$ cat src/shared/pae_regs.svh
// register map, field positions, reset values, limits and timing of the alarm evaluator
// assumes a 12-bit APB byte address and 32-bit data; included by bare name
`ifndef PAE_REGS_SVH
`define PAE_REGS_SVH
// byte offsets of the fixed registers
`define PAE_OFS_CTRL 12'h000
`define PAE_OFS_CMD 12'h004
`define PAE_OFS_SETPT 12'h008
`define PAE_OFS_SHIFT 12'h00c
`define PAE_OFS_BANK 12'h010
`define PAE_OFS_STAT 12'h014
// per-alarm config words: paddr[11:4] page, paddr[3:2] alarm index
`define PAE_CFG_PAGE 8'h02
// banked values: paddr[11:8] page, [7:6] bank, [5:4] alarm, [3:2] word
`define PAE_VAL_PAGE 4'h1
`define PAE_WORD_X 2'h0
`define PAE_WORD_HI 2'h1
`define PAE_WORD_LO 2'h2
`define PAE_WORD_NONE 2'h3
// control and command bits
`define PAE_CTRL_RUN 0
`define PAE_CTRL_DP_LO 4
`define PAE_CTRL_DP_HI 5
`define PAE_CMD_LCAN 0
`define PAE_CMD_SRST 1
// config word fields
`define PAE_CFG_TYPE_HI 3
`define PAE_CFG_TYPE_LO 0
`define PAE_CFG_LATCH 4
`define PAE_CFG_OPEN 5
`define PAE_CFG_ASSIGN 6
`define PAE_CFG_HYST_HI 29
`define PAE_CFG_HYST_LO 16
// status fields, one nibble per alarm group; hold and run share the fourth nibble
`define PAE_STAT_FUNC_LO 0
`define PAE_STAT_OUT_LO 4
`define PAE_STAT_ARMED_LO 8
`define PAE_STAT_HOLD 12
`define PAE_STAT_RUN 13
// reset values and accepted ranges
`define PAE_RST_TYPE 4'h2
`define PAE_RST_HYST 14'h0002
`define PAE_RST_DP 2'h0
`define PAE_TYPE_MAX 4'hc
`define PAE_VAL_MIN 16'hf831
`define PAE_VAL_MAX 16'h270f
`define PAE_HYST_MIN 14'h0001
`define PAE_HYST_MAX 14'h2708
// output hold after power-up
`define PAE_HOLD_TIME_MS 3000
`define PAE_CLK_KHZ 25000
`endif

$ cat src/shared/pae_pkg.sv
// types shared by the alarm evaluator
// assumes nothing beyond a SystemVerilog compiler
package pae_pkg;
    // alarm function codes held in the type field
    typedef enum logic [3:0] {
        PAE_T_OFF = 4'h0,
        PAE_T_UL = 4'h1,
        PAE_T_UP = 4'h2,
        PAE_T_LO = 4'h3,
        PAE_T_RNG = 4'h4,
        PAE_T_UL_SB = 4'h5,
        PAE_T_UP_SB = 4'h6,
        PAE_T_LO_SB = 4'h7,
        PAE_T_AUP = 4'h8,
        PAE_T_ALO = 4'h9,
        PAE_T_AUP_SB = 4'ha,
        PAE_T_ALO_SB = 4'hb,
        PAE_T_LBA = 4'hc
    } pae_type_e;
endpackage : pae_pkg

$ cat src/pae_evaluator.sv
// process alarm evaluator: three alarms with hysteresis, standby, latch and polarity
// assumes an APB master on clk, process_value synchronous to clk, power_ok from a pin
`timescale 1ns/100ps
`include "pae_regs.svh"
module pae_evaluator
    import pae_pkg::*;
#(
    parameter int NALM = 3,
    parameter int NBANK = 4,
    parameter int HOLD_CYCLES = `PAE_HOLD_TIME_MS * `PAE_CLK_KHZ
) (
    input wire logic clk,
    input wire logic rst,
    input wire logic psel,
    input wire logic penable,
    input wire logic pwrite,
    input wire logic [11:0] paddr,
    input wire logic [31:0] pwdata,
    output logic [31:0] prdata,
    output logic pready,
    output logic pslverr,
    input wire logic [15:0] process_value,
    input wire logic power_ok,
    output logic [NALM-1:0] alarm_out
);
    localparam int CW = 22;
    localparam int HCW = $clog2(HOLD_CYCLES + 1);

    // refuse shapes the address map or the counters cannot serve
    if (NALM < 1 || NALM > 4 || NBANK < 1 || NBANK > 4 || HOLD_CYCLES < 1) begin : g_chk
        $error("pae_evaluator: unsupported parameter values");
    end

    typedef struct packed {
        logic [1:0] pok;
        logic [HCW-1:0] hold_cnt;
        logic run;
        logic [1:0] dp;
        logic [15:0] set_point;
        logic [15:0] in_shift;
        logic [1:0] bank;
        logic [NALM-1:0][3:0] typ;
        logic [NALM-1:0] latch_en;
        logic [NALM-1:0] open_en;
        logic [NALM-1:0] assigned;
        logic [NALM-1:0][13:0] hyst;
        logic [NBANK-1:0][NALM-1:0][2:0][15:0] val;
        logic [NALM-1:0] raw;
        logic [NALM-1:0] armed;
        logic [NALM-1:0] latched;
        logic [NALM-1:0] fst;
        logic [NALM-1:0] out;
        logic [31:0] prdata;
        logic pslverr;
    } pae_st_s;

    pae_st_s st_r;
    pae_st_s st_nxt;

    // sign-extend a 16-bit setting to the compare width
    function automatic logic signed [CW-1:0] pae_ext(input logic [15:0] v);
        pae_ext = CW'($signed(v));
    endfunction : pae_ext

    // decimal point 0 puts hysteresis in tenths, so values go to tenths too
    function automatic logic signed [CW-1:0] pae_scl(input logic signed [CW-1:0] e,
                                                     input logic ten);
        pae_scl = ten ? (e <<< 3) + (e <<< 1) : e;
    endfunction : pae_scl

    // value range check shared by alarm value and both limits
    function automatic logic pae_bad_val(input logic [15:0] v);
        pae_bad_val = ($signed(v) < $signed(`PAE_VAL_MIN)) || ($signed(v) > $signed(`PAE_VAL_MAX));
    endfunction : pae_bad_val

    // the slave never stalls: read data and error are prepared in the setup cycle
    assign pready = 1'b1;
    assign prdata = st_r.prdata;
    assign pslverr = st_r.pslverr;
    assign alarm_out = st_r.out;

    // whole next state: sync, hold timer, bus slave, alarm evaluation
    always_comb begin
        logic [11:0] a;
        logic [1:0] ai;
        logic [1:0] bi;
        logic [1:0] vi;
        logic [1:0] wi;
        logic [31:0] rd;
        logic bad;
        logic werr;
        logic setup;
        logic wgo;
        logic is_cfg;
        logic is_val;
        logic lcan;
        logic srst;
        logic hold;
        logic ten;
        logic [NALM-1:0] rearm;
        logic signed [CW-1:0] pv;
        logic signed [CW-1:0] sp;
        logic signed [CW-1:0] hy;
        logic signed [CW-1:0] tu;
        logic signed [CW-1:0] tl;
        logic m_up;
        logic m_lo;
        logic m_rng;
        logic sb;
        logic nraw;
        logic ovl;
        logic func;
        logic state;
        logic [15:0] x;
        logic [15:0] hv;
        logic [15:0] lv;
        a = paddr;
        ai = paddr[3:2];
        bi = paddr[7:6];
        vi = paddr[5:4];
        wi = paddr[3:2];
        rd = '0;
        bad = 1'b0;
        werr = 1'b0;
        setup = psel & ~penable;
        wgo = psel & penable & pwrite & ~st_r.pslverr;
        is_cfg = (paddr[11:4] == `PAE_CFG_PAGE) && (int'(ai) < NALM);
        is_val = (paddr[11:8] == `PAE_VAL_PAGE) && (wi != `PAE_WORD_NONE)
                 && (int'(bi) < NBANK) && (int'(vi) < NALM);
        lcan = 1'b0;
        srst = 1'b0;
        rearm = '0;
        pv = '0;
        sp = '0;
        hy = '0;
        tu = '0;
        tl = '0;
        m_up = 1'b0;
        m_lo = 1'b0;
        m_rng = 1'b0;
        sb = 1'b0;
        nraw = 1'b0;
        ovl = 1'b0;
        func = 1'b0;
        state = 1'b0;
        x = '0;
        hv = '0;
        lv = '0;
        st_nxt = st_r;

        // power_ok passes two flops; only the second is read
        st_nxt.pok = {st_r.pok[0], power_ok};
        if (!st_r.pok[1]) begin
            st_nxt.hold_cnt = HCW'(HOLD_CYCLES);
        end else if (st_r.hold_cnt != '0) begin
            st_nxt.hold_cnt = st_r.hold_cnt - 1'b1;
        end
        hold = !st_r.pok[1] || (st_r.hold_cnt != '0);

        // address decode, read mux, write checks and write effects
        case (a)
            `PAE_OFS_CTRL: begin
                rd[`PAE_CTRL_RUN] = st_r.run;
                rd[`PAE_CTRL_DP_HI:`PAE_CTRL_DP_LO] = st_r.dp;
                if (wgo) begin
                    st_nxt.run = pwdata[`PAE_CTRL_RUN];
                    st_nxt.dp = pwdata[`PAE_CTRL_DP_HI:`PAE_CTRL_DP_LO];
                    if (pwdata[`PAE_CTRL_RUN] && !st_r.run) begin
                        rearm = '1;
                    end
                end
            end
            `PAE_OFS_CMD: begin
                if (wgo) begin
                    lcan = pwdata[`PAE_CMD_LCAN];
                    srst = pwdata[`PAE_CMD_SRST];
                end
            end
            `PAE_OFS_SETPT: begin
                rd = 32'(pae_ext(st_r.set_point));
                if (wgo) begin
                    st_nxt.set_point = pwdata[15:0];
                    if (pwdata[15:0] != st_r.set_point) begin
                        rearm = '1;
                    end
                end
            end
            `PAE_OFS_SHIFT: begin
                rd = 32'(pae_ext(st_r.in_shift));
                if (wgo) begin
                    st_nxt.in_shift = pwdata[15:0];
                    if (pwdata[15:0] != st_r.in_shift) begin
                        rearm = '1;
                    end
                end
            end
            `PAE_OFS_BANK: begin
                rd[1:0] = st_r.bank;
                werr = int'(pwdata[1:0]) >= NBANK;
                if (wgo) begin
                    st_nxt.bank = pwdata[1:0];
                    if (pwdata[1:0] != st_r.bank) begin
                        rearm = '1;
                    end
                end
            end
            `PAE_OFS_STAT: begin
                rd[`PAE_STAT_FUNC_LO +: NALM] = st_r.fst;
                rd[`PAE_STAT_OUT_LO +: NALM] = st_r.out;
                rd[`PAE_STAT_ARMED_LO +: NALM] = st_r.armed;
                rd[`PAE_STAT_HOLD] = hold;
                rd[`PAE_STAT_RUN] = st_r.run;
                werr = 1'b1; // read-only
            end
            default: begin
                if (is_cfg) begin
                    rd[`PAE_CFG_TYPE_HI:`PAE_CFG_TYPE_LO] = st_r.typ[ai];
                    rd[`PAE_CFG_LATCH] = st_r.latch_en[ai];
                    rd[`PAE_CFG_OPEN] = st_r.open_en[ai];
                    rd[`PAE_CFG_ASSIGN] = st_r.assigned[ai];
                    rd[`PAE_CFG_HYST_HI:`PAE_CFG_HYST_LO] = st_r.hyst[ai];
                    werr = (pwdata[`PAE_CFG_TYPE_HI:`PAE_CFG_TYPE_LO] > `PAE_TYPE_MAX)
                        || (pwdata[`PAE_CFG_HYST_HI:`PAE_CFG_HYST_LO] < `PAE_HYST_MIN)
                        || (pwdata[`PAE_CFG_HYST_HI:`PAE_CFG_HYST_LO] > `PAE_HYST_MAX);
                    if (st_r.run && ((pwdata[`PAE_CFG_LATCH] != st_r.latch_en[ai])
                        || (pwdata[`PAE_CFG_OPEN] != st_r.open_en[ai])
                        || (pwdata[`PAE_CFG_HYST_HI:`PAE_CFG_HYST_LO] != st_r.hyst[ai]))) begin
                        werr = 1'b1;
                    end
                    if (wgo) begin
                        st_nxt.typ[ai] = pwdata[`PAE_CFG_TYPE_HI:`PAE_CFG_TYPE_LO];
                        st_nxt.latch_en[ai] = pwdata[`PAE_CFG_LATCH];
                        st_nxt.open_en[ai] = pwdata[`PAE_CFG_OPEN];
                        st_nxt.assigned[ai] = pwdata[`PAE_CFG_ASSIGN];
                        st_nxt.hyst[ai] = pwdata[`PAE_CFG_HYST_HI:`PAE_CFG_HYST_LO];
                        if (pwdata[`PAE_CFG_TYPE_HI:`PAE_CFG_TYPE_LO] != st_r.typ[ai]) begin
                            rearm[ai] = 1'b1;
                        end
                    end
                end else if (is_val) begin
                    rd = 32'(pae_ext(st_r.val[bi][vi][wi]));
                    werr = pae_bad_val(pwdata[15:0]);
                    if (wgo) begin
                        st_nxt.val[bi][vi][wi] = pwdata[15:0];
                        if (bi == st_r.bank && pwdata[15:0] != st_r.val[bi][vi][wi]) begin
                            rearm[vi] = 1'b1;
                        end
                    end
                end else begin
                    bad = 1'b1;
                end
            end
        endcase
        // answer is staged at setup so it stands through the access cycle
        if (setup) begin
            st_nxt.pslverr = bad | (pwrite & werr);
            st_nxt.prdata = (pwrite || bad) ? '0 : rd;
        end
        // software reset re-arms every standby sequence
        if (srst) begin
            rearm = '1;
        end

        // scale to tenths when decimal point is 0
        ten = (st_r.dp == `PAE_RST_DP);
        pv = pae_scl(pae_ext(process_value) + pae_ext(st_r.in_shift), ten);
        sp = pae_scl(pae_ext(st_r.set_point), ten);

        for (int i = 0; i < NALM; i++) begin
            x = st_r.val[st_r.bank][i][`PAE_WORD_X];
            hv = st_r.val[st_r.bank][i][`PAE_WORD_HI];
            lv = st_r.val[st_r.bank][i][`PAE_WORD_LO];
            hy = CW'($signed({1'b0, st_r.hyst[i]}));
            tu = '0;
            tl = '0;
            m_up = 1'b0;
            m_lo = 1'b0;
            m_rng = 1'b0;
            sb = 1'b0;
            case (pae_type_e'(st_r.typ[i]))
                PAE_T_UL, PAE_T_UL_SB: begin
                    tu = sp + pae_scl(pae_ext(hv), ten);
                    tl = sp - pae_scl(pae_ext(lv), ten);
                    m_up = 1'b1;
                    m_lo = 1'b1;
                    sb = (st_r.typ[i] == PAE_T_UL_SB);
                end
                PAE_T_RNG: begin
                    tu = sp + pae_scl(pae_ext(hv), ten);
                    tl = sp - pae_scl(pae_ext(lv), ten);
                    m_rng = 1'b1;
                end
                PAE_T_UP, PAE_T_UP_SB: begin
                    tu = sp + pae_scl(pae_ext(x), ten);
                    m_up = 1'b1;
                    sb = (st_r.typ[i] == PAE_T_UP_SB);
                end
                PAE_T_LO, PAE_T_LO_SB: begin
                    tl = sp - pae_scl(pae_ext(x), ten);
                    m_lo = 1'b1;
                    sb = (st_r.typ[i] == PAE_T_LO_SB);
                end
                PAE_T_AUP, PAE_T_AUP_SB: begin
                    tu = pae_scl(pae_ext(x), ten);
                    m_up = 1'b1;
                    sb = (st_r.typ[i] == PAE_T_AUP_SB);
                end
                PAE_T_ALO, PAE_T_ALO_SB: begin
                    tl = pae_scl(pae_ext(x), ten);
                    m_lo = 1'b1;
                    sb = (st_r.typ[i] == PAE_T_ALO_SB);
                end
                default: begin
                    // off and loop burnout: no level compare here
                    m_up = 1'b0;
                end
            endcase
            // on at threshold, off once back past threshold by more than the hysteresis
            nraw = (m_up && (st_r.raw[i] ? pv >= tu - hy : pv >= tu))
                || (m_lo && (st_r.raw[i] ? pv <= tl + hy : pv <= tl))
                || (m_rng && (st_r.raw[i] ? (pv <= tu + hy && pv >= tl - hy)
                                         : (pv <= tu && pv >= tl)));
            // overlapping hysteresis bands force the alarm off
            ovl = ((m_up && m_lo) || m_rng) && (tu - hy <= tl + hy);
            func = nraw && !ovl && !(sb && st_r.armed[i]);
            st_nxt.raw[i] = nraw;
            // leaving the range disarms; a re-arm in the same cycle wins
            if (rearm[i]) begin
                st_nxt.armed[i] = 1'b1;
            end else if (!nraw) begin
                st_nxt.armed[i] = 1'b0;
            end
            // latch: set wins over cancel, type 0 clears it
            st_nxt.latched[i] = (st_r.typ[i] != PAE_T_OFF)
                && ((st_r.latch_en[i] && func) || (st_r.latched[i] && !(lcan || srst)));
            state = func || (st_r.latched[i] && (st_r.typ[i] != PAE_T_OFF));
            st_nxt.fst[i] = state;
            // hold open; polarity only when assigned
            if (hold) begin
                st_nxt.out[i] = 1'b0;
            end else begin
                st_nxt.out[i] = (st_r.assigned[i] && st_r.open_en[i]) ? !state : state;
            end
        end
    end

    // single state register; standby armed from power-on
    always_ff @(posedge clk or posedge rst) begin
        if (rst) begin
            st_r <= '0;
            st_r.hold_cnt <= HCW'(HOLD_CYCLES);
            st_r.dp <= `PAE_RST_DP;
            st_r.typ <= {NALM{`PAE_RST_TYPE}};
            st_r.hyst <= {NALM{`PAE_RST_HYST}};
            st_r.armed <= '1;
        end else begin
            st_r <= st_nxt;
        end
    end
endmodule : pae_evaluator

$ cat config.mk
export PLATFORM = sky130hd
export DESIGN_NAME = pae_evaluator
export DESIGN_NICKNAME = d
export VERILOG_FILES = /design/src/shared/pae_pkg.sv /design/src/pae_evaluator.sv
export VERILOG_INCLUDE_DIRS = /design/src /design/src/shared
export SDC_FILE = /design/constraint.sdc
export NUM_CORES = 2
export LEC_CHECK = 0
export ABC_CLOCK_PERIOD_IN_PS = 31300
export BUFFER_PORTS_ARGS = -buffer_cell sky130_fd_sc_hd__buf_2
export CELL_PAD_IN_SITES_DETAIL_PLACEMENT = 1
export CELL_PAD_IN_SITES_GLOBAL_PLACEMENT = 2
export CORE_ASPECT_RATIO = 1.25
export CORE_MARGIN = 3
export CORE_UTILIZATION = 43
export CTS_CLUSTER_SIZE = 16
export DETAILED_ROUTE_END_ITERATION = 7
export GPL_TIMING_DRIVEN = 1
export PLACE_DENSITY_LB_ADDON = 0.1
export SYNTH_ARGS = -nofsm -noshare
export SYNTH_HDL_FRONTEND = slang
export SYNTH_SLANG_ARGS = --single-unit
$ cat constraint.sdc
create_clock -name clk -period 31.3 [get_ports clk]
set_input_delay 3.13 -clock clk [delete_from_list [all_inputs] [get_ports clk]]
set_output_delay 3.13 -clock clk [all_outputs]
set_load 0.03 [all_outputs]
==> results by group <==
Run status
  • Status: finished, final reports clean

Global route
  • GRT busiest layer: met2
  • Vias in the first global route: 67500
  • GRT Total Usage: 32.3%
  • Initial antenna violation count: 5
  • Met2 GRT Util: 53.8%
  • Met3 usage: 3.27%
  • Overflow after GRT: 0
  • Largest net degree at the start of global routing: 166
  • GRT met1 Usage: 41.8%
  • First-pass GRT wire length: 445 mm

Placed design
  • Place WS: 18.55 ns
  • DP Area: 79000 µm²
  • PortBufs: 99
  • Dpl hpwl: 231 mm
  • Gpl congestion: 0.935
  • Placed cells: 10300

Synth
  • Count leader, synth: ha_1
  • Post-synthesis compound-gate area fraction: 18.1%
  • Post-Synth Simple-Gate Area: 11.7%
  • Synth top area cells: dfrtp_1 (24%), ha_1 (15%), mux2_2 (9.4%)
  • Warnings from Yosys: 0
  • Post-Syn Nets: 9122
  • Main combinational cell family by area after synthesis: multiplexers
  • Cell taking the most area after synthesis: dfrtp_1
  • Ys async rst share: 100%
  • Post-Synthesis Cells: 8108
  • Post-synth top area share: 24.1%
  • Sequential area share after synthesis: 24.7%
  • Netlist Area Pre-Place: 76100 µm²
  • Proportion of synthesized area in mux cells: 18.8%
  • Synth Register Bits: 751
  • Post-synth EDFFs: 0
  • Post-Synth Adder-Cell Area: 16.0%
  • Top FF cell, synth: dfrtp_1
  • Count of different cell masters after synthesis: 119
  • Post-synth top cells: ha_1 (918), dfrtp_1 (732), mux2_2 (633), nand2_1 (622), a21oi_1 (612)
  • Xor/xnor cell area share of the yosys netlist: 5.88%
  • Syn avg cell area: 9.38 µm²

Clock network
  • Worst-path clk slew: 0.07 ns
  • H-tree levels: 3
  • Setup Fix Bufs, Post-CTS: 0
  • Clock Sinks: 751
  • # resized after CTS: 0
  • Cts bufs inserted: 82
  • Worst skew pair latency: 0.73 ns
  • CTS tree: yes
  • Root buffer cell: clkbuf_16
  • Hold buffers post-CTS: 0
  • Clock tree buffer depth: 3

Pwr
  • Max rail drop VDD: 0.0512 mV
  • Leak: 38.1 nW
  • Total power per unit cell area: 31.9 nW/µm²

Final layout
  • Filler Cell Count: 19900
  • Final non-filler cell total: 10400
  • Final core utilization: 46.9%
  • Area taken by multi-input logic gates: 53800 µm²
  • Nets: 9027
  • Ratio of cells with drive above 1 in the final layout: 18.0%
  • Final instance area: 82000 µm²
  • Reg area: 18800 µm²
  • Synth-to-layout area growth: 7.80%

Drt
  • Detail Route Antenna Nets: 0
  • DR iter-0 viols: 4301
  • Pre-antenna DRT Iters: 8
  • Vias per Instance: 6.28
  • Via Count: 65400
  • Final WL: 301 mm
  • Wirelength per Cell: 28.9 µm
  • DRC: 0

STA
  • Max Clock Skew: 0.0862 ns
  • Worst-margin pin slew: 1.17 ns
  • Relative slew margins: 21.4%
  • Tmin final: 12.87 ns
  • Final Hold Fails: 0
  • Setup violators final: 0
  • Max Transition Viols Final: 0
  • Unrepaired setup endpoints after global routing: no
  • Fin crit share: 41.1%
  • Fmax: 77.7 MHz
  • Final worst slack: 18.43 ns
  • Setup TNS: 0 ns

Critical path
  • Largest stage delay on the critical path: 0.72 ns
  • Setup CP Type: reg2reg
  • RR Endpoint: alarm_out[0]
  • Crit path DAT: 13.47 ns
  • Critical path's slowest cell: buf_4
  • Worst-path fanout max: 92
  • Worst EP required: 31.91 ns
  • Startpoint type of the worst setup path: flop
  • R2R Path Start: st_r[688]
  • Setup crit end kind: flop
  • Flop-to-flop setup slack: 18.43 ns
  • R2R depth: 41

Floorplanning
  • Row count: 171
  • Chip width: 382 µm
  • Core Box Area: 175000 µm²
  • Die area: 182000 µm²
  • Starting Density: 43.5%
  • # IOs: 103
  • Die H: 476 µm

Hold path
  • Hold WC Path Type: reg2reg
  • Worst hold endpoint: st_r[752]
  • Hold path start: st_nxt[752]
  • Hold path depth: 0

Job
  • Max_cap viols: 0
==> layout make-up <==
type | instances | share of cell area, %
well taps | 2335 | 3.56
clock inverters | 36 | 0.752
multi-input cells | 6468 | 65.6
diodes | 4 | 0.0122
inverters | 449 | 2.06
clock buffers | 117 | 2.86
repair buffers | 261 | 2.16
flip-flops and latches | 751 | 23.0
==> registers in the layout (all words and copies together), names as in the netlist <==
register   cells
alarm_out      3
prdata        30
pslverr        1
st_nxt         1
st_r         716
==> kinds of logic (layout without fill, tap and decap cells) <==
group / count (synthesis) / in the layout
adder cells (fa/ha/maj): 959 / 959
other: 1 / 5
AO/OA/AOI/OAI: 2143 / 2143
AND/OR/NAND/NOR: 1863 / 1863
buffers and inverters: 889 / 863
flip-flops: 751 / 751
XOR/XNOR: 511 / 511
multiplexers: 991 / 991
==> routing by layer <==
layer	routed length, µm	vias to the layer above	share of wire, %
met5	13	-	0.0043
met1	128000	33400	43
met3	12600	563	4.2
met2	143000	1736	47
li1	-	29700	-
met4	17700	2	5.9
==> placed cells by master (no fill, tap or decap), types with 21 or more instances in the layout <==
| cell | count |
|---|---|
| ha_1 | 918 |
| dfrtp_1 | 730 |
| mux2_2 | 633 |
| nand2_1 | 622 |
| a21oi_1 | 610 |
| o21ai_0 | 471 |
| nor2_1 | 440 |
| inv_1 | 437 |
| xnor2_1 | 349 |
| mux4_2 | 288 |
| a21o_1 | 224 |
| xor2_1 | 162 |
| buf_4 | 160 |
| nand3_1 | 121 |
| nand4_1 | 119 |
| nor3_1 | 118 |
| buf_2 | 96 |
| o21bai_1 | 92 |
| o21a_1 | 90 |
| nor2b_1 | 88 |
| clkbuf_16 | 82 |
| a22oi_1 | 80 |
| a211oi_1 | 78 |
| nand2b_1 | 77 |
| mux2i_1 | 70 |
| o211ai_1 | 62 |
| and2_1 | 45 |
| a31oi_1 | 41 |
| nor4_1 | 39 |
| a21boi_0 | 37 |
| a221oi_1 | 35 |
| or3_1 | 34 |
| and3_1 | 31 |
| o31ai_1 | 31 |
| fa_1 | 30 |
| o22ai_1 | 26 |
| and4_1 | 24 |
| or2_2 | 21 |
| o31a_1 | 21 |
==> power by group <==
part	switching (mW)	internal, mW
Clock	0.447	0.622
Sequential	0.00681	0.976
Combinational	0.362	0.199
Total	0.816	1.80
==> stage by stage <==
step	hold WS, ns	power (mW)
6_report	0.354	2.61
5_1_grt	0.376	2.73
3_5_place_dp	0.340	1.55
3_3_place_gp	0.336	1.54
2_1_floorplan	0.331	1.35
4_1_cts	0.357	2.63
==> worst max-delay path: cells and delay by family (launching register included) <==
kind                       cells  cell delay, ns
and+or+nand+nor                7            1.24
xor gates and xnor gates       4            0.73
DFF                            1            0.41
adders and majority gates      7            2.56
AOI/OAI and AO/OA             16            4.34
buffers and inverters          5            2.27
muxes                          2            1.00
==> worst max path at each step <==
stage | slack, ns | startpoint | end
after floorplan | 7.13 | rst | alarm_out[0]
after global placement | 18.81 | st_r[688] | alarm_out[0]
after detailed placement | 18.55 | st_r[688] | alarm_out[0]
after CTS | 18.47 | st_r[688] | alarm_out[0]
after global routing | 17.78 | st_r[688] | alarm_out[2]
final | 18.43 | st_r[688] | alarm_out[0]
Note: power is estimated with default switching activity, not from simulation.
